[src/verilog/sppc_cfg.svh]
`ifndef SPPC_CFG_SVH
`define SPPC_CFG_SVH

// ****************************************************************
// link command codes
// ****************************************************************
`define SPPC_CMD_TERM       8'hf1
`define SPPC_CMD_DATA_MODE  8'he1
`define SPPC_CMD_CMD_MODE   8'he3
`define SPPC_PULSE_MASK     8'hed
`define SPPC_PULSE_CODE     8'hed
`define SPPC_BIT_MASK       8'he1
`define SPPC_BIT_CODE       8'h81

// ****************************************************************
// command fields and response codes
// ****************************************************************
`define SPPC_ARM_BIT        1
`define SPPC_VPP_BIT        4
`define SPPC_BIT_VAL_BIT    4
`define SPPC_PULSE_RSP_MASK 8'hfc
`define SPPC_SPU_RSP        8'hec

// ****************************************************************
// pullup duration counter
// ****************************************************************
`define SPPC_DUR_W          24
`define SPPC_DUR_RST        24'h000100

// ****************************************************************
// host register map (byte addresses)
// ****************************************************************
`define SPPC_ADR_W          8
`define SPPC_REG_CTRL       8'h00
`define SPPC_REG_DUR        8'h04
`define SPPC_REG_TX         8'h08
`define SPPC_REG_RX         8'h0c
`define SPPC_REG_STAT       8'h10
`define SPPC_REG_MASK       8'h14
`define SPPC_STAT_W         3
`define SPPC_ST_RSP         0
`define SPPC_ST_REFUSED     1
`define SPPC_ST_TX_DONE     2
`define SPPC_BUSY_BIT       8

`endif

[src/verilog/sppc_pkg.sv]
`default_nettype none
`include "sppc_cfg.svh"

package sppc_pkg;

    typedef enum logic [1:0] {
        SPPC_DUR_PREDEF,
        SPPC_DUR_DYNAMIC,
        SPPC_DUR_INFINITE
    } sppc_dur_t;

    typedef enum logic [1:0] {
        SPPC_ST_IDLE,
        SPPC_ST_XFER,
        SPPC_ST_SBIT,
        SPPC_ST_PULSE
    } sppc_state_t;

    function automatic logic sppc_is_pulse(input logic [7:0] b);
        return (b & `SPPC_PULSE_MASK) == `SPPC_PULSE_CODE;
    endfunction

    function automatic logic sppc_is_bit(input logic [7:0] b);
        return (b & `SPPC_BIT_MASK) == `SPPC_BIT_CODE;
    endfunction

endpackage

`default_nettype wire

[src/verilog/sppc_link_if.sv]
`timescale 1ns/1ps
`default_nettype none
`include "sppc_cfg.svh"

interface sppc_link_if;
    import sppc_pkg::*;

    logic                   h2d_valid;
    logic                   h2d_ready;
    logic [7:0]             h2d_data;
    logic                   d2h_valid;
    logic [7:0]             d2h_data;
    sppc_dur_t              dur_sel;
    logic [`SPPC_DUR_W-1:0] dur_cnt;

    modport dev (
        input  h2d_valid,
        input  h2d_data,
        input  dur_sel,
        input  dur_cnt,
        output h2d_ready,
        output d2h_valid,
        output d2h_data
    );

    modport host (
        output h2d_valid,
        output h2d_data,
        output dur_sel,
        output dur_cnt,
        input  h2d_ready,
        input  d2h_valid,
        input  d2h_data
    );
endinterface

`default_nettype wire

[src/verilog/sppc_dur_tmr.sv]
`timescale 1ns/1ps
`default_nettype none
`include "sppc_cfg.svh"

module sppc_dur_tmr #(
    parameter int DUR_W = `SPPC_DUR_W
) (
    input  wire logic                i_clock,
    input  wire logic                i_rst_b,
    input  wire logic                i_start,
    input  wire logic                i_stop,
    input  wire sppc_pkg::sppc_dur_t i_dur_sel,
    input  wire logic [DUR_W-1:0]    i_dur_cnt,
    input  wire logic                i_load_low,
    output logic                     o_done
);
    import sppc_pkg::*;

    if (DUR_W < 2) begin : g_chk
        $error("sppc_dur_tmr: DUR_W must be at least 2");
    end

    logic             ld1_q;
    logic             ld2_q;
    logic             ld3_q;
    logic             load_low_q;
    logic             active_q;
    sppc_dur_t        sel_q;
    logic [DUR_W-1:0] cnt_q;

    // ****************************************************************
    // load sensor pin synchroniser
    // ****************************************************************
    always_ff @(posedge i_clock) begin
        if (!i_rst_b) begin
            ld1_q      <= 1'b0;
            ld2_q      <= 1'b0;
            ld3_q      <= 1'b0;
            load_low_q <= 1'b0;
        end else begin
            ld1_q <= i_load_low;
            ld2_q <= ld1_q;
            ld3_q <= ld2_q;
            // change only once two stages agree, so a glitch is not taken
            if (ld2_q == ld3_q) begin
                load_low_q <= ld3_q;
            end
        end
    end

    // ****************************************************************
    // duration counting
    // ****************************************************************
    always_ff @(posedge i_clock) begin
        if (!i_rst_b) begin
            active_q <= 1'b0;
            sel_q    <= SPPC_DUR_PREDEF;
            cnt_q    <= '0;
        end else if (i_start) begin
            active_q <= 1'b1;
            sel_q    <= i_dur_sel;
            cnt_q    <= i_dur_cnt;
        end else if (i_stop || o_done) begin
            active_q <= 1'b0;
        end else if (active_q && cnt_q != '0) begin
            cnt_q <= cnt_q - 1'b1;
        end
    end

    // infinite never ends here; only the owner's stop ends it
    always_comb begin
        case (sel_q)
            SPPC_DUR_PREDEF:  o_done = active_q && (cnt_q <= DUR_W'(1));
            SPPC_DUR_DYNAMIC: o_done = active_q && load_low_q;
            default:          o_done = 1'b0;
        endcase
    end
endmodule

`default_nettype wire

[src/verilog/sppc_dev_end.sv]
// Local design decisions: the Wishbone interface to the registers and the register addresses.
`timescale 1ns/1ps
`default_nettype none
`include "sppc_cfg.svh"

// Summary of operation
// - pulse command byte starts pullup or 12V
// - host ends infinite pulse; termination gets no reply
// - termination ends pulse, then pulse response
// - pulse command bit 1 arms or disarms pullup
// - armed data mode pulls up after every byte
// - eighth slot done: pullup and data response together
// - armed pullup end sends pulse response after data
// - host limits duration before using armed pullup
// - infinite armed data pullup locks until reset
// - host avoids dynamic duration with armed pullup
// - single-bit command bit 1 requests pullup directly
// - single-bit stays in command mode, any duration
// - single-bit: response at slot end, pulse response later
// - infinite single-bit pullup ended by termination byte
// - dynamic duration holds pullup while load needs it
// - one-byte receive buffer during bus activity
// - host must not overrun the single buffer

module sppc_dev_end #(
    parameter int DUR_W = `SPPC_DUR_W
) (
    input  wire logic       i_clock,
    input  wire logic       i_rst_b,
    sppc_link_if.dev        link,
    output logic            o_bus_req,
    output logic            o_bus_single,
    output logic [7:0]      o_bus_wdata,
    input  wire logic       i_bus_done,
    input  wire logic [7:0] i_bus_rdata,
    input  wire logic       i_load_low,
    output logic            o_spu_en,
    output logic            o_vpp_en,
    output logic            o_data_mode,
    output logic            o_armed
);
    import sppc_pkg::*;

    if (DUR_W != `SPPC_DUR_W) begin : g_chk
        $error("sppc_dev_end: DUR_W must match the link duration width");
    end

    logic        buf_v_q;
    logic [7:0]  buf_q;
    sppc_state_t state_q;
    logic        data_mode_q;
    logic        armed_q;
    logic [7:0]  cur_q;
    logic [7:0]  arm_rsp_q;
    logic [7:0]  pend_rsp_q;
    logic        rsp_v_q;
    logic [7:0]  rsp_q;
    logic        spu_q;
    logic        vpp_q;
    logic        bus_req_q;
    logic        single_q;
    logic [7:0]  wdata_q;

    logic        take;
    logic        cmd_pulse;
    logic        go_pulse;
    logic        term_hit;
    logic        end_pulse;
    logic        tmr_done;
    logic        slot_done;

    // ****************************************************************
    // decisions
    // ****************************************************************
    assign slot_done = (state_q == SPPC_ST_XFER || state_q == SPPC_ST_SBIT) && i_bus_done;
    assign cmd_pulse = state_q == SPPC_ST_IDLE && buf_v_q && !data_mode_q && sppc_is_pulse(buf_q);
    assign go_pulse  = cmd_pulse
                     || (state_q == SPPC_ST_XFER && i_bus_done && armed_q)
                     || (state_q == SPPC_ST_SBIT && i_bus_done && cur_q[`SPPC_ARM_BIT]);
    // termination is only looked for in command mode, so an infinite
    // armed pullup in data mode can never end
    assign term_hit  = state_q == SPPC_ST_PULSE && buf_v_q && buf_q == `SPPC_CMD_TERM
                     && !data_mode_q && link.dur_sel == SPPC_DUR_INFINITE;
    assign end_pulse = state_q == SPPC_ST_PULSE && (tmr_done || term_hit);
    assign take      = (state_q == SPPC_ST_IDLE && buf_v_q) || term_hit;

    // ****************************************************************
    // one-byte receive buffer
    // ****************************************************************
    // accepted only while empty, so a fill and a drain never meet
    assign link.h2d_ready = !buf_v_q;

    always_ff @(posedge i_clock) begin
        if (!i_rst_b) begin
            buf_v_q <= 1'b0;
            buf_q   <= 8'h00;
        end else if (link.h2d_valid && !buf_v_q) begin
            buf_v_q <= 1'b1;
            buf_q   <= link.h2d_data;
        end else if (take) begin
            buf_v_q <= 1'b0;
        end
    end

    // ****************************************************************
    // sequencer
    // ****************************************************************
    always_ff @(posedge i_clock) begin
        if (!i_rst_b) begin
            state_q <= SPPC_ST_IDLE;
            cur_q   <= 8'h00;
        end else begin
            case (state_q)
                SPPC_ST_IDLE: begin
                    if (buf_v_q) begin
                        cur_q <= buf_q;
                        if (data_mode_q) begin
                            if (buf_q != `SPPC_CMD_CMD_MODE) begin
                                state_q <= SPPC_ST_XFER;
                            end
                        end else if (sppc_is_pulse(buf_q)) begin
                            state_q <= SPPC_ST_PULSE;
                        end else if (sppc_is_bit(buf_q)) begin
                            state_q <= SPPC_ST_SBIT;
                        end
                    end
                end
                SPPC_ST_XFER, SPPC_ST_SBIT: begin
                    if (i_bus_done) begin
                        state_q <= go_pulse ? SPPC_ST_PULSE : SPPC_ST_IDLE;
                    end
                end
                SPPC_ST_PULSE: begin
                    if (end_pulse) begin
                        state_q <= SPPC_ST_IDLE;
                    end
                end
                default: begin
                    state_q <= SPPC_ST_IDLE;
                end
            endcase
        end
    end

    // ****************************************************************
    // mode and arming
    // ****************************************************************
    always_ff @(posedge i_clock) begin
        if (!i_rst_b) begin
            data_mode_q <= 1'b0;
        end else if (state_q == SPPC_ST_IDLE && buf_v_q) begin
            if (data_mode_q && buf_q == `SPPC_CMD_CMD_MODE) begin
                data_mode_q <= 1'b0;
            end else if (!data_mode_q && buf_q == `SPPC_CMD_DATA_MODE) begin
                data_mode_q <= 1'b1;
            end
        end
    end

    always_ff @(posedge i_clock) begin
        if (!i_rst_b) begin
            armed_q   <= 1'b0;
            arm_rsp_q <= 8'h00;
        end else if (cmd_pulse) begin
            armed_q   <= buf_q[`SPPC_ARM_BIT];
            arm_rsp_q <= buf_q & `SPPC_PULSE_RSP_MASK;
        end
    end

    // ****************************************************************
    // bus slot requests
    // ****************************************************************
    always_ff @(posedge i_clock) begin
        if (!i_rst_b) begin
            bus_req_q <= 1'b0;
            single_q  <= 1'b0;
            wdata_q   <= 8'h00;
        end else begin
            bus_req_q <= 1'b0;
            if (state_q == SPPC_ST_IDLE && buf_v_q) begin
                if (data_mode_q && buf_q != `SPPC_CMD_CMD_MODE) begin
                    bus_req_q <= 1'b1;
                    single_q  <= 1'b0;
                    wdata_q   <= buf_q;
                end else if (!data_mode_q && sppc_is_bit(buf_q)) begin
                    // single bit leaves the mode alone
                    bus_req_q <= 1'b1;
                    single_q  <= 1'b1;
                    wdata_q   <= {8{buf_q[`SPPC_BIT_VAL_BIT]}};
                end
            end
        end
    end

    // ****************************************************************
    // pullup and programming voltage
    // ****************************************************************
    always_ff @(posedge i_clock) begin
        if (!i_rst_b) begin
            spu_q <= 1'b0;
            vpp_q <= 1'b0;
        end else if (go_pulse) begin
            // switched on in the same edge that ends the slot or the byte
            vpp_q <= cmd_pulse && buf_q[`SPPC_VPP_BIT];
            spu_q <= !(cmd_pulse && buf_q[`SPPC_VPP_BIT]);
        end else if (end_pulse) begin
            spu_q <= 1'b0;
            vpp_q <= 1'b0;
        end
    end

    sppc_dur_tmr #(
        .DUR_W (DUR_W)
    ) u_tmr (
        .i_clock    (i_clock),
        .i_rst_b    (i_rst_b),
        .i_start    (go_pulse),
        .i_stop     (term_hit),
        .i_dur_sel  (link.dur_sel),
        .i_dur_cnt  (link.dur_cnt),
        .i_load_low (i_load_low),
        .o_done     (tmr_done)
    );

    // ****************************************************************
    // responses to the host
    // ****************************************************************
    always_ff @(posedge i_clock) begin
        if (!i_rst_b) begin
            pend_rsp_q <= 8'h00;
        end else if (go_pulse) begin
            pend_rsp_q <= (state_q == SPPC_ST_SBIT) ? `SPPC_SPU_RSP
                        : cmd_pulse ? (buf_q & `SPPC_PULSE_RSP_MASK) : arm_rsp_q;
        end
    end

    // the termination byte itself never answers
    always_ff @(posedge i_clock) begin
        if (!i_rst_b) begin
            rsp_v_q <= 1'b0;
            rsp_q   <= 8'h00;
        end else begin
            rsp_v_q <= slot_done || end_pulse;
            if (state_q == SPPC_ST_XFER && i_bus_done) begin
                rsp_q <= i_bus_rdata;
            end else if (state_q == SPPC_ST_SBIT && i_bus_done) begin
                rsp_q <= {cur_q[7:2], i_bus_rdata[0], i_bus_rdata[0]};
            end else if (end_pulse) begin
                rsp_q <= pend_rsp_q;
            end
        end
    end

    assign link.d2h_valid = rsp_v_q;
    assign link.d2h_data  = rsp_q;
    assign o_bus_req      = bus_req_q;
    assign o_bus_single   = single_q;
    assign o_bus_wdata    = wdata_q;
    assign o_spu_en       = spu_q;
    assign o_vpp_en       = vpp_q;
    assign o_data_mode    = data_mode_q;
    assign o_armed        = armed_q;
endmodule

`default_nettype wire

[src/flat_wrapper.sv]
// flat-port wrapper written by rule: the top's interface ports become plain ports
module sppc_dev_end_flat import sppc_pkg::*;
#(
    parameter int DUR_W = `SPPC_DUR_W
)
  (i_clock, i_rst_b, o_bus_req, o_bus_single, o_bus_wdata, i_bus_done, i_bus_rdata, i_load_low, o_spu_en, o_vpp_en, o_data_mode, o_armed, link_h2d_valid, link_h2d_data, link_dur_sel, link_dur_cnt, link_h2d_ready, link_d2h_valid, link_d2h_data);
  sppc_link_if link_i ();
  input  wire logic i_clock;
  input  wire logic i_rst_b;
  output logic o_bus_req;
  output logic o_bus_single;
  output logic [7:0] o_bus_wdata;
  input  wire logic i_bus_done;
  input  wire logic [7:0] i_bus_rdata;
  input  wire logic i_load_low;
  output logic o_spu_en;
  output logic o_vpp_en;
  output logic o_data_mode;
  output logic o_armed;
  input wire logic [$bits(link_i.h2d_valid)-1:0] link_h2d_valid;
  input wire logic [$bits(link_i.h2d_data)-1:0] link_h2d_data;
  input wire logic [$bits(link_i.dur_sel)-1:0] link_dur_sel;
  input wire logic [$bits(link_i.dur_cnt)-1:0] link_dur_cnt;
  output wire logic [$bits(link_i.h2d_ready)-1:0] link_h2d_ready;
  output wire logic [$bits(link_i.d2h_valid)-1:0] link_d2h_valid;
  output wire logic [$bits(link_i.d2h_data)-1:0] link_d2h_data;
  assign link_i.h2d_valid = link_h2d_valid;
  assign link_i.h2d_data = link_h2d_data;
  assign link_i.dur_sel = link_dur_sel;
  assign link_i.dur_cnt = link_dur_cnt;
  assign link_h2d_ready = link_i.h2d_ready;
  assign link_d2h_valid = link_i.d2h_valid;
  assign link_d2h_data = link_i.d2h_data;
  sppc_dev_end #(.DUR_W(DUR_W)) u_core (.i_clock(i_clock), .i_rst_b(i_rst_b), .link(link_i), .o_bus_req(o_bus_req), .o_bus_single(o_bus_single), .o_bus_wdata(o_bus_wdata), .i_bus_done(i_bus_done), .i_bus_rdata(i_bus_rdata), .i_load_low(i_load_low), .o_spu_en(o_spu_en), .o_vpp_en(o_vpp_en), .o_data_mode(o_data_mode), .o_armed(o_armed));
endmodule
[config.mk]
export PLATFORM = sky130hd
export DESIGN_NAME = sppc_dev_end_flat
export DESIGN_NICKNAME = d
export VERILOG_FILES = /design/src/verilog/sppc_pkg.sv /design/src/verilog/sppc_link_if.sv /design/src/verilog/sppc_dur_tmr.sv /design/src/verilog/sppc_dev_end.sv /design/src/flat_wrapper.sv
export VERILOG_INCLUDE_DIRS = /design/src /design/src/verilog
export SDC_FILE = /design/constraint.sdc
export NUM_CORES = 1
export LEC_CHECK = 0
export BUFFER_PORTS_ARGS = -buffer_cell sky130_fd_sc_hd__buf_2
export CAP_MARGIN = 20
export CORE_ASPECT_RATIO = 1.1
export CORE_UTILIZATION = 60
export DETAILED_ROUTE_END_ITERATION = 8
export GPL_ROUTABILITY_DRIVEN = 0
export MAX_ROUTING_LAYER = met4
export PLACE_DENSITY = 0.85
export SYNTH_ARGS = -nofsm -noshare
export SYNTH_HDL_FRONTEND = slang
export SYNTH_SLANG_ARGS = --single-unit
export TNS_END_PERCENT = 5
[constraint.sdc]
create_clock -name i_clock -period 3.16 [get_ports i_clock]
set_input_delay 0.316 -clock i_clock [delete_from_list [all_inputs] [get_ports i_clock]]
set_output_delay 0.316 -clock i_clock [all_outputs]
set_load 0.02 [all_outputs]
**Word-level counts from Yosys, hierarchy flattened**

Cells that the tools add are included.

- Add/subtract/negate cells: 1
- Order comparisons: 1
- Equal/unequal tests: 18
- Muxes and demuxes: 33
- Reductions and logical operators: 48

Operators by type and width:

| operator | count |
|---|---|
| two-way mux 24 bit | 3 |
| two-way mux 8 bit | 7 |
| == test 8 bit, second input constant | 3 |
| less-or-equal comparator 24 x 1 -> 1 bit, second input constant | 1 |
| nonzero test 24 bit | 1 |
| subtractor 24 x 1 -> 24 bit, second input constant | 1 |
| logical AND 1 bit | 22 |
| two-way mux 2 bit | 8 |
| two-way mux 1 bit | 13 |
| nonzero test 2 bit | 6 |
| AND reduction 2 bit | 5 |
| inequality test 8 bit, second input constant | 1 |
| == test 2 bit, second input constant | 3 |
| == test 6 bit, second input constant | 1 |
| logical OR 1 bit | 6 |
| inequality test 2 x 1 -> 1 bit, second input constant | 3 |
| one-hot mux 2 bit (3 select lines) | 1 |
| AND reduction 5 bit | 1 |
| == test 2 x 1 -> 1 bit, second input constant | 2 |
| == test 4 bit, second input constant | 1 |
| zero test 2 bit | 2 |
| inequality test 4 x 3 -> 1 bit, second input constant | 1 |
| zero test 1 bit | 3 |
| inequality test 3 bit, second input constant | 1 |
| 5 further kinds | 5 |

- Bits in registers: 89
- Input port bits: 47
- Output and inout port bits: 24
- Logic and storage cells: 123

**Longest topological paths before layout**

- Word-level depth: 10
- Mapped depth: 10
- Mapped depth without buffers: 8

**By module**

From an unflattened synthesis, not the netlist that was laid out.

- Cell total of the unflattened synthesis: 487
- Area total of the unflattened synthesis: 4,184.0 um^2

By module, submodules not included:

| module | instances | cells an instance | area each (um^2) | seq. area each (um^2) |
|---|---|---|---|---|
| sppc_dev_end | 1 | 284 | 2,451.1 | 1,141.1 |
| sppc_dur_tmr | 1 | 203 | 1,732.9 | 620.6 |

**Worst setup path after synthesis**

OpenSTA, ideal clock, no wires.

- Path type: flip-flop to flip-flop
- From: register u_core.data_mode_q (netlist: u_core.o_data_mode)
- To: register u_core.u_tmr.cnt_q[10]
- Library setup time: 86 ps
- Arrival: 1,904 ps
- Data required time: 3,074 ps
- Path slack: 1,170 ps
- Stages on the path, launching flop included: 8
- Buffers on the path: 1
- Clock period less this slack: 1,990 ps
- Cell sequence: dfxtp_1 -> buf_2 -> nand4bb_1 -> nor4_4 -> nor4b_2 -> nand2_1 -> xor2_1 -> a211oi_1

- Cells in the longest elaborated chain, start to end: 7
- Elaborated cells on any way between the ends: 12
- Classes of those cells: 1 x eq/ne; 1 x mux; 10 x reduce/logical

RTL lines:

| item | RTL line | source |
|---|---|---|
| from (decl) | sppc_dev_end.sv:51 | `logic data_mode_q;` |
| from (signal assigned) | sppc_dev_end.sv:150 | `data_mode_q <= 1'b0;` |
| from (signal assigned) | sppc_dev_end.sv:153 | `data_mode_q <= 1'b0;` |
| from (signal assigned) | sppc_dev_end.sv:155 | `data_mode_q <= 1'b1;` |
| zero test 1 bit * | sppc_dev_end.sv:76, sppc_dev_end.sv:83 |  |
| logical AND 1 bit (2 in a row) | sppc_dev_end.sv:76 | `assign cmd_pulse = state_q == SPPC_ST_IDLE && buf_v_q && !data_mode_q && sppc_is_pulse(buf_q);` |
| logical OR 1 bit | sppc_dev_end.sv:78 | `\|\| (state_q == SPPC_ST_XFER && i_bus_done && armed_q)` |
| logical OR 1 bit | sppc_dev_end.sv:77 | `assign go_pulse = cmd_pulse` |
| inequality test 2 x 1 -> 1 bit (no source line) or nonzero test 2 bit (tied branches) | n/a |  |
| AND reduction 2 bit (no source line) | n/a |  |
| to (signal assigned) | sppc_dur_tmr.sv:62 | `cnt_q <= i_dur_cnt;` |
| to (signal assigned) | sppc_dur_tmr.sv:66 | `cnt_q <= cnt_q - 1'b1;` |
| to (decl) | sppc_dur_tmr.sv:29 | `logic [DUR_W-1:0] cnt_q;` |

Every way passes the cells marked *; elsewhere a longest branch is shown, timed or not.
A chain may end at the register's enable or synchronous reset.

**Worst setup path after layout**

- From: register u_core.state_q[0]
- To: register u_core.state_q[1]

- Cells in the longest elaborated chain, start to end: 9
- Elaborated cells on any way between the ends: 29
- Classes of those cells: 8 x eq/ne; 3 x mux; 18 x reduce/logical

RTL lines:

| item | RTL line | source |
|---|---|---|
| from (decl) | sppc_dev_end.sv:50 | `sppc_state_t state_q;` |
| from (signal assigned) | sppc_dev_end.sv:130 | `state_q <= go_pulse ? SPPC_ST_PULSE : SPPC_ST_IDLE;` |
| == test 2 bit or zero test 2 bit (tied branches) | n/a |  |
| logical AND 1 bit, on equally long branches | sppc_dev_end.sv:82, sppc_dev_end.sv:76 |  |
| logical AND 1 bit, on equally long branches | n/a |  |
| logical AND 1 bit, on equally long branches | sppc_dev_end.sv:82, sppc_dev_end.sv:76 |  |
| logical AND 1 bit or logical OR 1 bit (tied branches) | sppc_dev_end.sv:82, sppc_dev_end.sv:78 |  |
| logical OR 1 bit, on equally long branches | sppc_dev_end.sv:84, sppc_dev_end.sv:77 |  |
| logical AND 1 bit or two-way mux 2 bit (tied branches) | sppc_dev_end.sv:84, sppc_dev_end.sv:130 |  |
| inequality test 2 x 1 -> 1 bit (no source line) or two-way mux 2 bit (tied branches) | n/a |  |
| AND reduction 5 bit (no source line) or one-hot mux 2 bit (3 select lines) (tied branches) | n/a |  |

Parallel ways exist; a longest one is shown, timed or not. The select of a mux whose other input is x is not followed.

==> impl_summary.md <==
Outcome
The flow ran to the end, and the final reports show no timing, DRC or antenna violations.

Worst setup path
The sort of element at the start of the critical path is a flip-flop. The kind of capture point of the worst setup path is a flip-flop. Among all stages on the critical path, the largest delay is contributed by sky130_fd_sc_hd__o32a_1.

Along the worst path, the maximum fanout reaches 38. The start-to-end type of the worst setup path is reg2reg. The maximum single-stage delay on the critical path is 420 ps. The worst endpoint data arrival time is 2720 ps. The critical path goes through inv_1, ha_1, nand2_1, o32a_1, buf_4, buf_4, nand3b_1, o21ai_0, nand2_1, mux2i_1. The critical path data required time is 3450 ps.

Global routing
The met3 track demand over resource in global routing is 4.90%. For met2 alone, demand over resource in global routing was 43.8%. After global routing the overflow that remains totals 0. The most used routing layer is met2. Entering global routing, the biggest net connects 39 pins. The initial antenna violation count is 0.

The all-layer global routing usage is 28.9%. The via count of the first global-routing pass is 3333. The first global-routing pass estimated 15.4 mm of wire. In the global route stage, met1 resource usage came out at 37.4%.

Floorplanning
The total area inside the core boundary comes to 6310 sq um. The initial core utilization is 63.8%. The die is 80.1 um wide.

The die covers 7040 sq um. During I/O placement, the number of pins put on the boundary was 71. The die extent in y is 87.9 um. The floorplan has 30 rows.

CTS
The clock sink total is 88. The post-CTS clock slew at the launch and capture registers of the worst setup and hold paths is 90 ps. Counting the buffers created by CTS gives 9. The number of hold buffers added after CTS was 0. TritonCTS built the clock tree. The number of gates resized after CTS is 0.

The H-tree generated during clock tree synthesis spans 3 levels. For the worst-skew pair, the clock arrives at the later sink with an insertion delay of 360 ps. The buffer cell driving the clock tree root is sky130_fd_sc_hd__clkbuf_8. The count of buffers added by post-CTS timing repair for setup is 0. The number of buffers on the longest clock path is 2.

Timing
The max-slew violation count is 0. The number of hold violations in the final report was 0. The worst relative slew slack is 42.0%. The worst path meets setup with 731 ps of slack. The maximum clock frequency is 0.412 GHz. In the finished design, the share of the clock period the worst path needs comes to 76.9%. The pin slew with the least headroom to its limit is 866 ps. The worst setup skew after layout is 6.87 ps.

Setup repair after global routing left no endpoint under its margin. The worst path needs 2430 ps of the cycle, external delays included. Hold timing on the final database bottoms out at a slack of 162 ps.

The setup-violating endpoint count in the final report is 0. In the final timing run, aggregate negative setup slack is 0 ps.

Detailed routing
The number of nets with antenna violations after routing is 0. Dividing the detail-routed wire length by the instance count gives 14.8 um. The first detailed-routing pass took 4 iterations. The first routing iteration left 259 violations. The number of vias in the routed layout is 3665. The wire length after detailed routing is 9.28 mm. In the routed layout, each cell is associated on average with a via count of 5.83. In the routed design, unresolved DRC markers number 0.

Yosys
The yosys synthesis warning count is 0. The synthesized netlist occupies a cell area of 4030 sq um. The async set-or-reset flop fraction in the synthesized netlist is 0%. The synthesized design contains 0 enable-type register cells.

Synthesis inferred 88 register bits. The net count after synthesis is 540. Synthesis produced 486 cells. The mean instance size in the synthesized netlist is 8.28 sq um. The sequential share of the synthesized area is 43.8%. The leading register cell type out of synthesis is sky130_fd_sc_hd__dfxtp_1. After synthesis, the netlist uses 48 different library cells.

Power
The total power is 0.00220 W. The power per standard cell area is 475 nW/um^2. The analysis attributes to cell leakage a power of 1.79 nW. VDD sags by at most 343 uV.

Finish
Compared with the post-synthesis result, the final layout area differs by 15.1%. Cells fill 73.5% of the core in the end. The post-route netlist has 18.8% of its cells at a drive strength greater than 1. The net count of the finished layout is 598. The library cell used most frequently in the layout, excluding fill and tap cells, is sky130_fd_sc_hd__dfxtp_1. The fill cell instance count of the final layout is 497. Leaving out fill and tap cells, the most frequent cells in the layout are 88 x sky130_fd_sc_hd__dfxtp_1, 70 x sky130_fd_sc_hd__buf_2, 64 x sky130_fd_sc_hd__nand2_1. The antenna diode count is 0.

Placement
The setup slack after placement is 792 ps. The post-detailed-placement half-perimeter wirelength is 6.55 mm. During placement, the flow inserted port buffers numbering 70.

Flow run
The number of violations of the max-capacitance limit is 0.

Min path
The worst hold path belongs to the class in2reg.
cells in the mapped netlist (all sizes together), types with 5 or more instances:
| library cell | number | area share [%] |
|---|---|---|
| nor4 | 8 | 2.3 |
| nand4 | 8 | 1.4 |
| a22o | 7 | 1.5 |
| a21o | 7 | 1.3 |
| a21oi | 58 | 7.2 |
| o21ai | 27 | 3.5 |
| ha | 7 | 2.2 |
| nor2 | 49 | 4.6 |
| nand2 | 64 | 6.0 |
| nand3 | 21 | 2.6 |
| clkbuf | 26 | 2.4 |
| nor3 | 11 | 1.6 |
| a22oi | 8 | 1.5 |
| mux2i | 5 | 1.2 |
| o22ai | 5 | 0.78 |
| a211oi | 12 | 2.2 |
| inv | 10 | 0.93 |
| dfxtp | 88 | 44 |
| xor2 | 20 | 4.4 |
final timing paths:
path,from,end,slack [ps],cells after the start
max,u_core.state_q[0]$_SDFFE_PN0P_,u_core.state_q[1]$_SDFFE_PN0P_,730,10
min,i_load_low,u_core.u_tmr.ld1_q$_SDFF_PN0_,160,2
max reg2reg,u_core.state_q[0]$_SDFFE_PN0P_,u_core.state_q[1]$_SDFFE_PN0P_,730,10
min reg2reg,u_core.u_tmr.ld1_q$_SDFF_PN0_,u_core.u_tmr.ld2_q$_SDFF_PN0_,450,1
cells by family (layout without fill, tap and decap cells):
family,after synthesis,in the layout,share of synthesized area (%)
fa+ha+maj,7,7,2.18
simple gates,188,188,23.4
compound gates,136,136,20.6
flops,88,88,43.8
xor+xnor,22,22,4.79
mux,5,5,1.24
buf+inv,40,103,3.98
routing by layer:
metal  vias to the layer above  part of all wire (%)
li1                       1838                     -
met1                      1705                    47
met2                       107                    47
met3                        15                   5.0
met4                         0                   1.6
met5                         -                     0
worst max-delay path, delay by kind of cell (launching register included):
kind | cells | cell delay, ps
and+or+nand+nor | 3 | 570
AOI/OAI and AO/OA | 2 | 510
buffers and inverters | 3 | 550
DFF | 1 | 350
adders and majority gates | 1 | 220
muxes | 1 | 150
cell type report:
type	instances	area, sq um	share of cell area (%)
inverters	10	37.5	0.810
well taps	80	100	2.16
clock inverters	7	104	2.24
flip-flops and latches	88	1760	38.0
multi-input cells	358	2100	45.4
clock buffers	9	124	2.67
repair buffers	77	403	8.70
metrics by stage:
| step | cell area, sq um | std cells |
|---|---|---|
| 2_1_floorplan | 4030 | 486 |
| 3_3_place_gp | 4410 | 613 |
| 3_5_place_dp | 4410 | 613 |
| 4_1_cts | 4630 | 629 |
| 5_1_grt | 4630 | 629 |
| 6_report | 4630 | 629 |
report_power, final:
group | internal [W] | total, W | switching [W]
Sequential | 0.00113 | 0.00115 | 0.0000220
Clock | 0.000454 | 0.000874 | 0.000420
Combinational | 0.0000653 | 0.000179 | 0.000113
registers in the layout, indices dropped and copies added, names as in the netlist, 2 cells and up:
register / flops
u_core.state_q: 2
u_core.pend_rsp_q: 8
u_core.u_tmr.cnt_q: 24
u_core.u_tmr.sel_q: 2
u_core.buf_q: 8
u_core.o_bus_wdata: 8
u_core.cur_q: 7
u_core.arm_rsp_q: 8
u_core.link.d2h_data: 8
No activity file was read; power rests on OpenSTA's default activity.
